### src/core/mme_pkg.sv
// package for the bridge event-select counter: register map, field
// layout, event codes and the bundle of raw event conditions.
// assumes one uncore clock shared by the event sources and the bus.
package mme_pkg;

    // ------------------------------------------------------------
    // register map (byte addresses)
    // ------------------------------------------------------------
    localparam logic [11:0] MME_CTRL_OFS  = 12'h000;
    localparam logic [11:0] MME_COUNT_OFS = 12'h004;
    localparam logic [11:0] MME_STAT_OFS  = 12'h008;

    // ------------------------------------------------------------
    // control word layout and reset values
    // ------------------------------------------------------------
    localparam int MME_CODE_LSB   = 0;
    localparam int MME_UMASK_LSB  = 8;
    localparam int MME_EN_BIT     = 16;
    localparam int MME_INV_BIT    = 17;
    localparam int MME_THRESH_LSB = 24;
    localparam logic [31:0] MME_CTRL_RST  = 32'h0000_0000;
    localparam logic [31:0] MME_COUNT_RST = 32'h0000_0000;

    // ------------------------------------------------------------
    // event codes
    // ------------------------------------------------------------
    localparam logic [7:0] EV_CYCLES      = 8'h00;
    localparam logic [7:0] EV_BYP_INGRESS = 8'h21;
    localparam logic [7:0] EV_BYP_EGRESS  = 8'h22;
    localparam logic [7:0] EV_CORE_SENT   = 8'h23;
    localparam logic [7:0] EV_CORE_DIS    = 8'h24;
    localparam logic [7:0] EV_CORE_OVR    = 8'h25;
    localparam logic [7:0] EV_LINK_SENT   = 8'h26;
    localparam logic [7:0] EV_LINK_DIS    = 8'h27;
    localparam logic [7:0] EV_LINK_NOCRED = 8'h28;
    localparam logic [7:0] EV_LINK_OVR    = 8'h29;
    localparam logic [7:0] EV_DIR_HIT     = 8'h2A;
    localparam logic [7:0] EV_DIR_MISS    = 8'h2B;
    localparam logic [7:0] EV_DIR_LOOKUP  = 8'h2D;
    localparam logic [7:0] EV_DIR_UPDATE  = 8'h2E;
    localparam logic [7:0] EV_MC_READ     = 8'h37;
    localparam logic [7:0] EV_MC_WRITE    = 8'h38;
    localparam logic [7:0] EV_RQ_REGULAR  = 8'h43;
    localparam logic [7:0] EV_RQ_SPECIAL  = 8'h44;
    localparam logic [7:0] EV_HDR_MATCH   = 8'h4C;
    localparam logic [7:0] EV_CAM_FULL    = 8'h53;
    localparam logic [7:0] EV_CAM_NE      = 8'h54;
    localparam logic [7:0] EV_CAM_FILL    = 8'h55;
    localparam logic [7:0] EV_CAM_PROMO   = 8'h56;
    localparam logic [7:0] EV_CAM_ALLOC   = 8'h57;

    // unit masks with unused positions, held as valid-bit maps
    localparam logic [7:0] MC_READ_VALID  = 8'h17;
    localparam logic [7:0] MC_WRITE_VALID = 8'hDF;

    localparam int CAM_FILL_W = 8;

    // raw event conditions, one cycle each, vectors indexed by umask bit
    typedef struct packed {
        logic [1:0]            ingress_bypass_event;  // 0 taken, 1 not taken
        logic [1:0]            egress_bypass_event;   // 0 taken, 1 not taken
        logic                  core_forward_sent;
        logic                  core_forward_disabled_cycles;
        logic                  core_forward_overridden;
        logic                  link_forward_sent;
        logic                  link_forward_disabled_cycles;
        logic                  link_forward_no_credit;
        logic                  link_forward_overridden;
        logic [7:0]            dir_hit_event;         // dirty I S L A, clean I S L A
        logic [7:0]            dir_miss_event;
        logic [3:0]            dir_lookup_event;      // any, I, S, A
        logic [6:0]            dir_update_event;      // any, I2S I2A S2I S2A A2I A2S
        logic [7:0]            memctl_read_event;     // normal, critical, all, -, transgress
        logic                  memctl_read_scrub;     // read is an ecc scrub
        logic [7:0]            memctl_write_event;
        logic [1:0]            header_match_event;    // 0 mesh, 1 memory side
        logic                  prefetch_cam_full_cycles;
        logic                  prefetch_cam_nonempty_cycles;
        logic [CAM_FILL_W-1:0] prefetch_cam_fill;
        logic                  prefetch_cam_promotions;
        logic                  prefetch_cam_allocs;
        logic [2:0]            read_queue_regular_credit_cycles;
        logic [2:0]            read_queue_special_credit_cycles;
    } mme_evt_t;

endpackage

### src/core/mme_event_counter.sv
// event-select counter for the mesh-to-memory bridge, with apb registers.
// assumes event conditions are synchronous to pclk, the uncore clock.
//
// The register addresses and register access over APB are this design's own decisions.
`timescale 1ns/1ps
`default_nettype none

module mme_event_counter
    import mme_pkg::*;
#(
    parameter int CNT_W = 32
) (
    input  wire logic        pclk,
    input  wire logic        presetn,
    input  wire logic        psel,
    input  wire logic        penable,
    input  wire logic        pwrite,
    input  wire logic [11:0] paddr,
    input  wire logic [31:0] pwdata,
    input  wire logic [3:0]  pstrb,
    output logic      [31:0] prdata,
    output logic             pready,
    output logic             pslverr,
    input  wire mme_evt_t    evt,
    output logic [CNT_W-1:0] count_value
);

    // ------------------------------------------------------------
    // state
    // ------------------------------------------------------------
    localparam int NGRP = 11;

    typedef struct packed {
        logic [31:0]           ctrl;
        logic [CNT_W-1:0]      count;
        logic [CAM_FILL_W-1:0] last_inc;
        logic [31:0]           rdata;
        logic                  ready;
        logic                  err;
    } mme_state_t;

    mme_state_t st_reg;
    mme_state_t st_next;

    logic [7:0]            code;
    logic [7:0]            umask;
    logic [7:0]            thresh;
    logic                  en;
    logic                  inv;
    logic [7:0]            grp_vec [NGRP];
    logic [NGRP-1:0]       grp_hit;
    logic [CAM_FILL_W-1:0] raw_inc;
    logic                  cnt_step;
    logic                  access;
    logic                  wr_ctrl;
    logic                  wr_count;
    logic                  mapped;

    assign code   = st_reg.ctrl[MME_CODE_LSB +: 8];
    assign umask  = st_reg.ctrl[MME_UMASK_LSB +: 8];
    assign thresh = st_reg.ctrl[MME_THRESH_LSB +: 8];
    assign en     = st_reg.ctrl[MME_EN_BIT];
    assign inv    = st_reg.ctrl[MME_INV_BIT];

    // ------------------------------------------------------------
    // unit-mask groups
    // ------------------------------------------------------------
    // group vectors, each bit at its umask position
    assign grp_vec[0]  = {6'h00, evt.ingress_bypass_event};
    assign grp_vec[1]  = {6'h00, evt.egress_bypass_event};
    assign grp_vec[2]  = evt.dir_hit_event;
    assign grp_vec[3]  = evt.dir_miss_event;
    assign grp_vec[4]  = {4'h0, evt.dir_lookup_event};
    assign grp_vec[5]  = {1'b0, evt.dir_update_event};
    // scrub reads never reach the counter
    assign grp_vec[6]  = evt.memctl_read_scrub ? 8'h00 :
                         (evt.memctl_read_event & MC_READ_VALID);
    assign grp_vec[7]  = evt.memctl_write_event & MC_WRITE_VALID;
    assign grp_vec[8]  = {6'h00, evt.header_match_event};
    assign grp_vec[9]  = {5'h00, evt.read_queue_regular_credit_cycles};
    assign grp_vec[10] = {5'h00, evt.read_queue_special_credit_cycles};

    // one masked or per group
    for (genvar g = 0; g < NGRP; g++) begin : g_grp
        mme_mask_or #(
            .W    (8)
        ) u_or (
            .vec  (grp_vec[g]),
            .mask (umask),
            .hit  (grp_hit[g])
        );
    end

    // ------------------------------------------------------------
    // event select
    // ------------------------------------------------------------
    // raw increment for this cycle; zero when no code matches
    always_comb begin
        raw_inc = '0;
        case (code)
            EV_CYCLES:      raw_inc = 8'h01;
            EV_BYP_INGRESS: raw_inc = {7'h00, grp_hit[0]};
            EV_BYP_EGRESS:  raw_inc = {7'h00, grp_hit[1]};
            EV_CORE_SENT:   raw_inc = {7'h00, evt.core_forward_sent};
            EV_CORE_DIS:    raw_inc = {7'h00, evt.core_forward_disabled_cycles};
            EV_CORE_OVR:    raw_inc = {7'h00, evt.core_forward_overridden};
            EV_LINK_SENT:   raw_inc = {7'h00, evt.link_forward_sent};
            EV_LINK_DIS:    raw_inc = {7'h00, evt.link_forward_disabled_cycles};
            EV_LINK_NOCRED: raw_inc = {7'h00, evt.link_forward_no_credit};
            EV_LINK_OVR:    raw_inc = {7'h00, evt.link_forward_overridden};
            EV_DIR_HIT:     raw_inc = {7'h00, grp_hit[2]};
            EV_DIR_MISS:    raw_inc = {7'h00, grp_hit[3]};
            EV_DIR_LOOKUP:  raw_inc = {7'h00, grp_hit[4]};
            EV_DIR_UPDATE:  raw_inc = {7'h00, grp_hit[5]};
            EV_MC_READ:     raw_inc = {7'h00, grp_hit[6]};
            EV_MC_WRITE:    raw_inc = {7'h00, grp_hit[7]};
            EV_HDR_MATCH:   raw_inc = {7'h00, grp_hit[8]};
            EV_RQ_REGULAR:  raw_inc = {7'h00, grp_hit[9]};
            EV_RQ_SPECIAL:  raw_inc = {7'h00, grp_hit[10]};
            EV_CAM_FULL:    raw_inc = {7'h00, evt.prefetch_cam_full_cycles};
            EV_CAM_NE:      raw_inc = {7'h00, evt.prefetch_cam_nonempty_cycles};
            EV_CAM_FILL:    raw_inc = evt.prefetch_cam_fill;
            EV_CAM_PROMO:   raw_inc = {7'h00, evt.prefetch_cam_promotions};
            EV_CAM_ALLOC:   raw_inc = {7'h00, evt.prefetch_cam_allocs};
            default:        raw_inc = '0;
        endcase
    end

    // a nonzero threshold turns the count into cycles meeting it;
    // invert flips that to cycles below it, so 1 + invert = idle cycles
    assign cnt_step = inv ? (raw_inc < thresh) : (raw_inc >= thresh);

    // ------------------------------------------------------------
    // apb decode
    // ------------------------------------------------------------
    // ready is raised in the access cycle, so each transfer is two cycles
    assign access   = psel && penable && st_reg.ready;
    assign mapped   = (paddr == MME_CTRL_OFS) || (paddr == MME_COUNT_OFS) ||
                      (paddr == MME_STAT_OFS);
    assign wr_ctrl  = access && pwrite && (paddr == MME_CTRL_OFS);
    assign wr_count = access && pwrite && (paddr == MME_COUNT_OFS);

    // ------------------------------------------------------------
    // next state
    // ------------------------------------------------------------
    always_comb begin
        st_next       = st_reg;
        st_next.ready = psel && !penable;
        st_next.err   = psel && !penable && !mapped;
        if (psel && !penable && !pwrite) begin
            case (paddr)
                MME_CTRL_OFS:  st_next.rdata = st_reg.ctrl;
                MME_COUNT_OFS: st_next.rdata = 32'(st_reg.count);
                MME_STAT_OFS:  st_next.rdata = {23'h000000, en, st_reg.last_inc};
                default:       st_next.rdata = 32'h0000_0000;
            endcase
        end
        // count path; a software write to the count wins this cycle
        st_next.last_inc = en ? raw_inc : '0;
        if (en) begin
            if (thresh == 8'h00) begin
                st_next.count = st_reg.count + CNT_W'(raw_inc);
            end else begin
                st_next.count = st_reg.count + CNT_W'(cnt_step);
            end
        end
        if (wr_count) begin
            st_next.count = CNT_W'(pwdata);
        end
        // byte lanes honoured on the control word
        if (wr_ctrl) begin
            for (int b = 0; b < 4; b++) begin
                if (pstrb[b]) begin
                    st_next.ctrl[b*8 +: 8] = pwdata[b*8 +: 8];
                end
            end
        end
    end

    always_ff @(posedge pclk or negedge presetn) begin
        if (!presetn) begin
            st_reg.ctrl     <= MME_CTRL_RST;
            st_reg.count    <= CNT_W'(MME_COUNT_RST);
            st_reg.last_inc <= '0;
            st_reg.rdata    <= 32'h0000_0000;
            st_reg.ready    <= 1'b0;
            st_reg.err      <= 1'b0;
        end else begin
            st_reg <= st_next;
        end
    end

    // outputs straight from the state flops
    assign prdata      = st_reg.rdata;
    assign pready      = st_reg.ready;
    assign pslverr     = st_reg.err;
    assign count_value = st_reg.count;

    // ------------------------------------------------------------
    // checks
    // ------------------------------------------------------------
    a_cycle_count: assert property (@(posedge pclk) disable iff (!presetn)
        (en && code == EV_CYCLES && thresh == 8'h00 && !wr_count)
        |=> st_reg.count == $past(st_reg.count) + CNT_W'(1))
        else $error("cycle count did not step by one");

    a_egress_taken: assert property (@(posedge pclk) disable iff (!presetn)
        (en && code == EV_BYP_EGRESS && umask == 8'h01 && thresh == 8'h00 &&
         evt.egress_bypass_event[0] && !wr_count)
        |=> st_reg.count == $past(st_reg.count) + CNT_W'(1))
        else $error("egress bypass taken not counted");

    a_ingress_masked: assert property (@(posedge pclk) disable iff (!presetn)
        (en && !inv && code == EV_BYP_INGRESS && umask == 8'h02 &&
         !evt.ingress_bypass_event[1] && !wr_count)
        |=> $stable(st_reg.count))
        else $error("ingress bypass counted without selected condition");

    a_dir_hit: assert property (@(posedge pclk) disable iff (!presetn)
        (en && code == EV_DIR_HIT && thresh == 8'h00 && !wr_count &&
         (evt.dir_hit_event & umask) != 8'h00)
        |=> st_reg.count == $past(st_reg.count) + CNT_W'(1))
        else $error("directory hit not counted");

    a_scrub_excluded: assert property (@(posedge pclk) disable iff (!presetn)
        (en && code == EV_MC_READ && thresh == 8'h00 && evt.memctl_read_scrub &&
         !wr_count)
        |=> $stable(st_reg.count))
        else $error("scrub read was counted");

    a_cam_fill: assert property (@(posedge pclk) disable iff (!presetn)
        (en && code == EV_CAM_FILL && thresh == 8'h00 && !wr_count)
        |=> st_reg.count == $past(st_reg.count) + CNT_W'($past(evt.prefetch_cam_fill)))
        else $error("cam fill not added");

    a_no_credit: assert property (@(posedge pclk) disable iff (!presetn)
        (en && code == EV_RQ_REGULAR && thresh == 8'h01 && inv && !wr_count &&
         (evt.read_queue_regular_credit_cycles & umask[2:0]) == 3'h0)
        |=> st_reg.count == $past(st_reg.count) + CNT_W'(1))
        else $error("cycle without credit not counted");

    a_disabled_hold: assert property (@(posedge pclk) disable iff (!presetn)
        (!en && !wr_count) |=> $stable(st_reg.count))
        else $error("count moved while disabled");

    a_apb_ready: assert property (@(posedge pclk) disable iff (!presetn)
        (psel && !penable) |=> pready)
        else $error("no ready in access cycle");

    a_core_sent: assert property (@(posedge pclk) disable iff (!presetn)
        (en && code == EV_CORE_SENT && thresh == 8'h00 && evt.core_forward_sent &&
         !wr_count)
        |=> st_reg.count == $past(st_reg.count) + CNT_W'(1))
        else $error("forwarded message to core not counted");

    a_link_nocred: assert property (@(posedge pclk) disable iff (!presetn)
        (en && code == EV_LINK_NOCRED && thresh == 8'h00 &&
         evt.link_forward_no_credit && !wr_count)
        |=> st_reg.count == $past(st_reg.count) + CNT_W'(1))
        else $error("link read without credit not counted");

    a_dir_miss: assert property (@(posedge pclk) disable iff (!presetn)
        (en && code == EV_DIR_MISS && thresh == 8'h00 && !wr_count &&
         (evt.dir_miss_event & umask) != 8'h00)
        |=> st_reg.count == $past(st_reg.count) + CNT_W'(1))
        else $error("directory miss not counted");

    a_lookup_idle: assert property (@(posedge pclk) disable iff (!presetn)
        (en && code == EV_DIR_LOOKUP && thresh == 8'h00 && !wr_count &&
         (evt.dir_lookup_event & umask[3:0]) == 4'h0)
        |=> $stable(st_reg.count))
        else $error("lookup counted without selected state");

    a_update_count: assert property (@(posedge pclk) disable iff (!presetn)
        (en && code == EV_DIR_UPDATE && thresh == 8'h00 && !wr_count &&
         ({1'b0, evt.dir_update_event} & umask) != 8'h00)
        |=> st_reg.count == $past(st_reg.count) + CNT_W'(1))
        else $error("directory update not counted");

    a_write_gap: assert property (@(posedge pclk) disable iff (!presetn)
        (en && code == EV_MC_WRITE && thresh == 8'h00 && umask == 8'h20 &&
         !wr_count)
        |=> $stable(st_reg.count))
        else $error("unused write mask position counted");

    a_header_match: assert property (@(posedge pclk) disable iff (!presetn)
        (en && code == EV_HDR_MATCH && thresh == 8'h00 && !wr_count &&
         (evt.header_match_event & umask[1:0]) != 2'b00)
        |=> st_reg.count == $past(st_reg.count) + CNT_W'(1))
        else $error("header match not counted");

    a_cam_full: assert property (@(posedge pclk) disable iff (!presetn)
        (en && code == EV_CAM_FULL && thresh == 8'h00 &&
         evt.prefetch_cam_full_cycles && !wr_count)
        |=> st_reg.count == $past(st_reg.count) + CNT_W'(1))
        else $error("cam full cycle not counted");

    a_credit_cycles: assert property (@(posedge pclk) disable iff (!presetn)
        (en && code == EV_RQ_SPECIAL && thresh == 8'h00 && !wr_count &&
         (evt.read_queue_special_credit_cycles & umask[2:0]) != 3'h0)
        |=> st_reg.count == $past(st_reg.count) + CNT_W'(1))
        else $error("special credit cycle not counted");

endmodule

`default_nettype wire

### src/core/mme_mask_or.sv
// masked or-reduce of one group of sub-conditions.
// assumes the vector and mask are both indexed by unit-mask bit.
`timescale 1ns/1ps
`default_nettype none

module mme_mask_or #(
    parameter int W = 8
) (
    input  wire logic [W-1:0] vec,
    input  wire logic [W-1:0] mask,
    output logic              hit
);
    // any selected sub-condition counts once per cycle
    assign hit = |(vec & mask);
endmodule

`default_nettype wire

### config.mk
export PLATFORM = sky130hd
export DESIGN_NAME = mme_event_counter
export DESIGN_NICKNAME = d
export VERILOG_FILES = /design/src/core/mme_pkg.sv /design/src/core/mme_event_counter.sv /design/src/core/mme_mask_or.sv
export SDC_FILE = /design/constraint.sdc
export NUM_CORES = 1
export LEC_CHECK = 0
export ABC_CLOCK_PERIOD_IN_PS = 6100
export CORE_MARGIN = 2
export CORE_UTILIZATION = 61
export CTS_CLUSTER_SIZE = 12
export DETAILED_ROUTE_END_ITERATION = 12
export DONT_BUFFER_PORTS = 1
export GPL_ROUTABILITY_DRIVEN = 1
export PLACE_DENSITY = 0.8
export SLEW_MARGIN = 20
export SYNTH_ARGS = -nofsm -noshare
export SYNTH_HDL_FRONTEND = slang
export SYNTH_SLANG_ARGS = --single-unit
### constraint.sdc
create_clock -name pclk -period 6.1 [get_ports pclk]
set_input_delay 0.915 -clock pclk [delete_from_list [all_inputs] [get_ports pclk]]
set_output_delay 0.915 -clock pclk [all_outputs]
set_load 0.01 [all_outputs]
# [Word-level counts from Yosys, hierarchy flattened]
# Index checks and enable logic that the tools add are counted.
[op_classes] n_mux=8 eq_ne=25 add_sub_neg=2 n_reduce_logical=32 order_cmp=2 bitwise_logic=11
[op_table] operator="$pmux 8 s24" count=1
[op_table] operator="$eq 8x6->1 const B" count=15
[op_table] operator="$mux 32" count=3
[op_table] operator="$pmux 32 s3" count=1
[op_table] operator="$reduce_or 8->1" count=11
[op_table] operator="$eq 8x7->1 const B" count=8
[op_table] operator="$add 32x1->32" count=1
[op_table] operator="$add 32x8->32" count=1
[op_table] operator="$and 2x8->8" count=3
[op_table] operator="$and 8x8->8" count=3
[op_table] operator="$and 3x8->8" count=2
[op_table] operator="$logic_not 8->1" count=2
[op_table] operator="$eq 12x3->1 const B" count=1
[op_table] operator="$eq 12x4->1 const B" count=1
[op_table] operator="$logic_not 12->1" count=1
[op_table] operator="$and 4x8->8" count=1
[op_table] operator="$and 5x8->8" count=1
[op_table] operator="$and 7x8->8" count=1
[op_table] operator="$ge 8x8->1" count=1
[op_table] operator="$logic_and 1x1->1" count=8
[op_table] operator="$lt 8x8->1" count=1
[op_table] operator="$mux 8" count=1
[op_table] operator="$reduce_and 2->1" count=4
[op_table] operator="$mux 5" count=1
[op_table] operator="other kinds (4)" count=7
[totals] inputBits=128 regBits=106 output_inout_bits=66 wordCells=89

# [Depth between registers and ports, before layout]
# Gate-level depths: netlist (run 1).
[depth] word_depth=10 depth_mapped=23 depth_no_buf=21

# [Cells and area by module]
# Synthesis (run 1) repeated with hierarchy kept, for this count alone.
[hier_totals] hier_cells=701 hier_area_um2=6642.6
[by_module_without_submodules] mod="mme_event_counter" area_each_um2=6243.5 seq_area_each_um2=2652.5 n_inst=1 cells_per_inst=646
[by_module_without_submodules] mod="mme_mask_or" area_each_um2=36.3 seq_area_each_um2=0.0 n_inst=11 cells_per_inst=5

# [Worst setup path before layout (run 1)]
# No wires, ideal clock.
[synth_path] kind="input -> register" start="in evt[66] (netlist name)" end="reg st_reg (netlist bit count_value[6])" path_stages=22 arrival_time_ns=4.895 path_slack_ns=1.080 cell_sequence="mux4_2 > nand3b_1 > o221a_1 > o211ai_1 > nor4_2 > ha_1 > nand2b_1 > a21o_1 > a21o_1 > a21oi_1 > o32a_1 > a32oi_1 > ha_1 > inv_1 > fa_1 > nor2b_1 > o21a_1 > o211a_1 > buf_6 > or3_1 > a31o_1 > mux2_2"
[synth_between] elab_chain_len=7
[synth_rtl] item="from (decl)" line_no="mme_event_counter.sv:24" rtl="input wire mme_evt_t evt,"
[synth_rtl] item="$pmux 8 s24 (*)" line_no="mme_event_counter.sv:100" rtl="case (code)"
[synth_rtl] item="$ge 8x8->1 / $lt 8x8->1 (equally long branches)" line_no="mme_event_counter.sv:131" rtl="assign cnt_step = inv ? (raw_inc < thresh) : (raw_inc >= thresh);"
[synth_rtl] item="$mux 1" line_no="mme_event_counter.sv:131"
[synth_rtl] item="$add 32x1->32" line_no="mme_event_counter.sv:164" rtl="st_next.count = st_reg.count + CNT_W'(cnt_step);"
[synth_rtl] item="$mux 32 (*)" line_no="mme_event_counter.sv:161" rtl="if (thresh == 8'h00) begin"
[synth_rtl] item="$mux 32 (*)" line_no="mme_event_counter.sv:160" rtl="if (en) begin"
[synth_rtl] item="$mux 32 (*)" line_no="mme_event_counter.sv:167" rtl="if (wr_count) begin"
[synth_rtl] item="to (signal assigned)" line_no="mme_event_counter.sv:189" rtl="st_reg <= st_next;"
[synth_rtl] item="to (decl)" line_no="mme_event_counter.sv:42" rtl="mme_state_t st_reg;"
# Mark *: on every way between the ends. The rest lies on a longest branch, timed or not. The select of a mux whose other input is x is not followed.
# A chain may end at the register's enable or synchronous reset.

# [Worst setup path in the final report (run 1)]
[layout_path] start="reg st_reg (netlist bit code[4])" end="reg st_reg (netlist bit count_value[28])"
[layout_between] elab_chain_len=8
[layout_rtl] item="$eq 8x7->1, or another cell as far along" line_no="mme_event_counter.sv:100"
[layout_rtl] item="$pmux 8 s24 (*)" line_no="mme_event_counter.sv:100"
[layout_rtl] item="$ge 8x8->1 / $lt 8x8->1 (equally long branches)" line_no="mme_event_counter.sv:131"
[layout_rtl] item="$mux 1" line_no="mme_event_counter.sv:131"
[layout_rtl] item="$add 32x1->32" line_no="mme_event_counter.sv:164"
[layout_rtl] item="$mux 32 (*)" line_no="mme_event_counter.sv:161"
[layout_rtl] item="$mux 32 (*)" line_no="mme_event_counter.sv:160"
[layout_rtl] item="$mux 32 (*)" line_no="mme_event_counter.sv:167"
# Marks and branches as above.

==> flow_summary.toml, run 1 <==
[timing]
rsz0062_at_grt = "no"
fin_crit_ns = 5.396
hold_violations = 0
finalSetupViolations = 0
slew_viol_final = 0
worst_slew_pin_slew_ns = 1.033
max_freq_ghz = 0.1853
fin_setup_tns_ns = 0
post-route-period-util_pct = 88.46
finClkSkew_ns = 0.01495
slew_headroom_pct = 30.90

[finish]
fin_area_mm2 = 0.006364
final.fill_count = 872
areaGrowthSynthToFinish_pct = -3.198
seq_area_mm2 = 0.002653
fin_util_pct = 61.09
multi_input_area_mm2 = 0.003217
nNetsFinal = 756
layout-drive-gt1-share_pct = 7.317

[setup_path]
cpPeakStageDelay_ns = 0.61
arrival_ns = 5.70
crit_path_cell_trace = "or4b_1, nor3b_1, o211ai_1, o211ai_1, nor4_2, buf_4, ha_1, nand2b_1, a21o_1, a21o_1, a21oi_1, o32a_1, a32oi_1, ha_1, inv_1, fa_1, nor2b_1, o21a_1, o211a_1, o2111ai_2, or3_1, a31oi_1"
worstSetupPathType = "flop to flop"
end_kind = "flop"
start_kind = "flop"
cpMaxStageDelayCell = "or4b_1"
required_ns = 6.41
crit_fanout = 10

[synthesis]
synth_area_leader_cell = "dfrtp_1"
synthTopCellsByCount = "dfrtp_1, buf_4, nand2_1"
synth_edf_count = 0
synth.top_cell.area_share_pct = 40.35
ys_async_sr_fraction_pct = 100.0
ys_ff_latch = 106
synth_fp_nets = 840
synthMostInstantiatedCell = "dfrtp_1"
synthCells = 695
synth.area.top_cells = "dfrtp_1, buf_4, a22oi_1, mux2_1, o21ai_1"
synth.distinct_cells = 66
yosysWarningCount = 0
syn_avg_cell_area_um2 = 9.459
synth_area_mm2 = 0.006574
synth_flop_cell = "dfrtp_1"
yosysSeqAreaShare_pct = 40.35

[route]
highest_layer = "met4"
drt_iter0_markers = 536
dr_wl_met3_mm = 1.718
wl_per_cell_um = 22.78
drc_errors = 0
finalWirelength_mm = 17.13
postRouteAntennaNets = 0
viasPerCell = 6.799
firstDrtPassIters = 6
vias = 5113
wirelength_met1_mm = 6.513
dr_wl_met2_mm = 8.263

[power_and_ir_drop]
irDropWorstVdd_mv = 0.1013
p_leak_uw = 0.002805
power_density_mw_per_mm2 = 181.6

[cts]
cts_hold_buf = 0
cts_resized = 0
clock_path_buffers = 2
cts_buffers = 9
clock_sinks = 106
cts_tree = "yes"
post-cts-setup-buffers = 0
clkLatencyLatePin_ns = 0.38
root_buffer = "clkbuf_8"
htree_levels = 3
clk_pin_slew_ns = 0.11

[place]
placed_area_mm2 = 0.006167
gp_congestion = 0.8570
io_buffers = 0
dpl.hpwl_mm = 12.45

[floorplanning]
die_y_um = 107.8
die_w_um = 107.8
core-area_mm2 = 0.01042
boundaryPins = 194
rows = 37
initial_core_util_pct = 63.11
die-area_mm2 = 0.01162

[worst_hold_path]
worstHoldPathType = "input port to asynchronous set/reset pin"

[grt]
antenna_found_initial = 1
grt_max_degree = 107
grt_pass1_vias = 5001
grt_pass1_wl_mm = 26.41
grt.overflow.total = 0
grt_usage_pct = 29.68

[status]
status = "finished, final reports clean"

[run]
max-cap-violations = 0
==> cell usage in the layout (no fill, tap or decap), types with 3 or more instances in the layout <==
cell and instances:
or3_1 5, o2111ai_1 3, xor2_1 5, o21ai_0 5, nand4_1 5, nor2_1 37
nand2_1 59, nand3b_1 3, a222oi_1 13, a21oi_1 38, a21o_1 8, and3_1 24
and2_1 9, nor3_1 4, buf_4 8, clkbuf_8 10, nand3_1 17, inv_1 16
a22oi_1 41, a211oi_1 3, o21ai_1 47, a2111oi_2 4, o211ai_1 8, a31oi_1 7
ha_1 16, clkinvlp_4 3, nor2b_1 6, mux2_1 23, nand2b_1 5, dfrtp_1 106
a2111oi_0 3, mux2i_1 8, xnor2_1 19
==> power breakdown <==
part	switching [uW]	internal, uW	leakage, uW
sequential	1.05	703	0.00141
clock	243	199	0.0000877
combinational	4.86	4.08	0.00131
total	249	906	0.00281
==> stage by stage <==
| step | hold slack [ns] | setup WS (ns) | instances | total power [uW] |
|---|---|---|---|---|
| 2_1_floorplan | 0.4568 | 1.080 | 695 | 725.5 |
| 3_3_place_gp | 0.4681 | 0.6431 | 736 | 726.5 |
| 4_1_cts | 0.2046 | 0.7505 | 751 | 1160 |
| 5_1_grt | 0.1895 | 0.3917 | 751 | 1195 |
| 6_report | 0.2131 | 0.7038 | 752 | 1155 |
| 3_5_place_dp | 0.4832 | 0.5998 | 736 | 726.8 |
==> final timing paths <==
kind                       cells after the start         endpoint  slack [ns]        from
max                                           22  count_value[28]        0.70     code[4]
min                                            0       st_reg[99]        0.21     presetn
max reg2reg                                   22  count_value[28]        0.70     code[4]
min reg2reg                                    1       st_reg[94]        0.50  st_reg[94]
max in group asynchronous                      0              inv        5.75     presetn
min in group pclk                              1       st_reg[94]        0.50  st_reg[94]
==> cells by family after synthesis <==
family / count (synthesis) / share of synthesized area, %
AND/OR/NAND/NOR: 200 / 16.39
multiplexers: 34 / 5.843
AO/OA/AOI/OAI: 193 / 19.93
adder cells (fa/ha/maj): 17 / 3.350
XOR/XNOR: 24 / 3.198
flip-flops: 106 / 40.35
buffers and inverters: 121 / 10.94
==> layout make-up <==
cell class / instances / area share, %
multi-input cells: 468 / 50.55
well taps: 136 / 2.674
inverters: 18 / 1.062
clock inverters: 4 / 0.8258
clock buffers: 11 / 2.222
diodes: 1 / 0.03932
repair buffers: 8 / 0.9438
flip-flops and latches: 106 / 41.68
==> worst max-delay path, delay by kind of cell, from the launching register on <==
kind	cells	cell delay [ns]
simple gates	6	1.62
flops	1	0.48
buf+inv	2	0.22
compound gates	11	2.11
fa+ha+maj	3	0.88
==> routing by layer <==
| metal | global-route usage (%) | vias up |
|---|---|---|
| met5 | 0 | - |
| met4 | 13.10 | 0 |
| met3 | 9.322 | 46 |
| met2 | 48.47 | 264 |
| met1 | 36.08 | 2491 |
| li1 | - | 2312 |
No activity file was read; power rests on OpenSTA's default activity.
==> run 2, diff against run 1 <==
--- a/config.mk
+++ b/config.mk
@@ -5,14 +5,13 @@
 export SDC_FILE = /design/constraint.sdc
 export NUM_CORES = 1
 export LEC_CHECK = 0
-export ABC_CLOCK_PERIOD_IN_PS = 6100
 export CORE_MARGIN = 2
-export CORE_UTILIZATION = 61
+export CORE_UTILIZATION = 45
 export CTS_CLUSTER_SIZE = 12
 export DETAILED_ROUTE_END_ITERATION = 12
 export DONT_BUFFER_PORTS = 1
 export GPL_ROUTABILITY_DRIVEN = 1
-export PLACE_DENSITY = 0.8
+export PLACE_DENSITY = 0.63
 export SLEW_MARGIN = 20
 export SYNTH_ARGS = -nofsm -noshare
 export SYNTH_HDL_FRONTEND = slang
==> run 2 against run 1 <==
Non-clock buffer count increased by 2. Critical path depth unchanged. Sequential power about the same. Via count decreased by 1.7%. Final cell count increased by 6.6%. Sequential cell count unchanged. Critical endpoint unchanged.
==> flow_summary.toml, run 2 (same netlist as run 1, synthesis figures left out) <==
[power_and_ir_drop]
power_density_mw_per_mm2 = 194.9
p_leak_uw = 0.002855
irDropWorstVdd_mv = 0.1207

[cts]
clock_path_buffers = 2
htree_levels = 3
post-cts-setup-buffers = 0
clock_sinks = 106
cts_tree = "yes"
cts_buffers = 9
clk_pin_slew_ns = 0.08
clkLatencyLatePin_ns = 0.36
cts_hold_buf = 0
root_buffer = "clkbuf_16"
cts_resized = 0

[floorplanning]
rows = 44
boundaryPins = 194
die_w_um = 124.9
core-area_mm2 = 0.01442
die-area_mm2 = 0.01559
initial_core_util_pct = 45.58
die_y_um = 124.9

[timing]
worst_slew_pin_slew_ns = 0.9374
post-route-period-util_pct = 89.40
slew_headroom_pct = 37.50
holdWs_ns = 0.2572
rsz0062_at_grt = "no"
fin_crit_ns = 5.453
finalSetupViolations = 0
hold_violations = 0
max_freq_ghz = 0.1834
finClkSkew_ns = 0.008994
fin_setup_tns_ns = 0
slew_viol_final = 0

[route]
firstDrtPassIters = 5
drt_iter0_markers = 284
viasPerCell = 6.264
finalWirelength_mm = 18.59
postRouteAntennaNets = 0
vias = 5024
drc_errors = 0
wl_per_cell_um = 23.18

[setup_path]
cpPeakStageDelay_ns = 0.66
reg2reg_to = "count_value[28]"
required_ns = 6.38
arrival_ns = 5.73
worstSetupStartpoint = "st_reg[82]"
end_kind = "flop"
crit_path_cell_trace = "a22oi_1, a2111oi_0, o2111ai_1, o211ai_1, nor4_2, buf_4, ha_1, nand2b_1, a21o_1, a21o_1, a21oi_1, o32a_1, a32oi_1, ha_1, inv_1, fa_1, nor2b_1, o21a_1, o211a_1, o2111ai_2, or3_1, a31oi_1"
start_kind = "flop"
cpMaxStageDelayCell = "a2111oi_0"
cp-endpoint = "count_value[28]"
rr_startpoint = "st_reg[82]"
crit_fanout = 13
rrSetupSlack_ns = 0.65
critical_path_depth = 22
cp_top_family = "compound AO/OA/AOI/OAI gates"
rr_worst_depth = 22
worstSetupPathType = "flop to flop"
cp_num_buf_inv = 2

[grt]
grt.overflow.total = 0
grt_pass1_wl_mm = 28.89
grt_pass1_vias = 5084
antenna_found_initial = 0
grt_max_degree = 107
grt_usage_pct = 23.81

[finish]
final_common_cell = "dfrtp_1"
layout-drive-gt1-share_pct = 7.443
antennaDiodeCount = 0
final_cell_mix = "dfrtp_1, nand2_1, o21ai_1"
nNetsFinal = 758
fin_util_pct = 45.15
areaGrowthSynthToFinish_pct = -0.9326
instances_no_fill = 802

[place]
gp_congestion = 0.9102
dpl.hpwl_mm = 13.65
place_inst = 786
io_buffers = 0

[worst_hold_path]
worstHoldPathType = "input port to asynchronous set/reset pin"

[status]
status = "finished, final reports clean"

[run]
max-cap-violations = 0
==> run 2: report_power, final <==
group	internal, uW	total, uW	switching [uW]	leakage, uW
Sequential	703	704	1.05	0.00141
Clock	281	556	275	0.000128
Combinational	4.08	9.24	5.16	0.00132
==> run 2: area by class of cell <==
| class | count | area (um^2) |
|---|---|---|
| Fill cell | 1409 | 7911 |
| Multi-Input combinational cell | 468 | 3214 |
| Clock inverter | 5 | 40.04 |
| Timing Repair Buffer | 10 | 75.07 |
| Inverter | 18 | 67.56 |
| Sequential cell | 106 | 2653 |
| Tap cell | 184 | 230.2 |
| Clock buffer | 11 | 232.7 |
==> run 2: worst min-delay path by stage <==
| stage | end | start | slack [ns] | cells after the start |
|---|---|---|---|---|
| after floorplan | prdata[0] | prdata[0] | 0.46 | 2 |
| after global placement | st_reg[95] | st_reg[95] | 0.47 | 1 |
| after detailed placement | st_reg[93] | st_reg[93] | 0.48 | 1 |
| after CTS | count_value[6] | presetn | 0.23 | 0 |
| after global routing | prdata[6] | presetn | 0.24 | 0 |
| final | pslverr | presetn | 0.26 | 0 |
==> run 2: stage by stage <==
| step | worst slack, ns | power (uW) | cell area [um^2] |
|---|---|---|---|
| final | 0.6468 | 1269 | 6513 |
| after global routing | 0.2988 | 1310 | 6513 |
| after CTS | 0.6382 | 1283 | 6513 |
| after detailed placement | 0.5304 | 727.1 | 6240 |
| after global placement | 0.5470 | 726.8 | 6240 |
| after floorplan | 1.080 | 725.5 | 6574 |
==> run 2: metal layers <==
layer | vias up | wire length (um) | share of wire [%] | global-route usage (%)
met5 | - | 0 | 0 | 0
met4 | 0 | 583 | 3.1 | 10.85
met3 | 35 | 1315 | 7.1 | 6.186
met2 | 200 | 9086 | 49 | 39.15
met1 | 2476 | 7602 | 41 | 29.43
li1 | 2313 | - | - | -
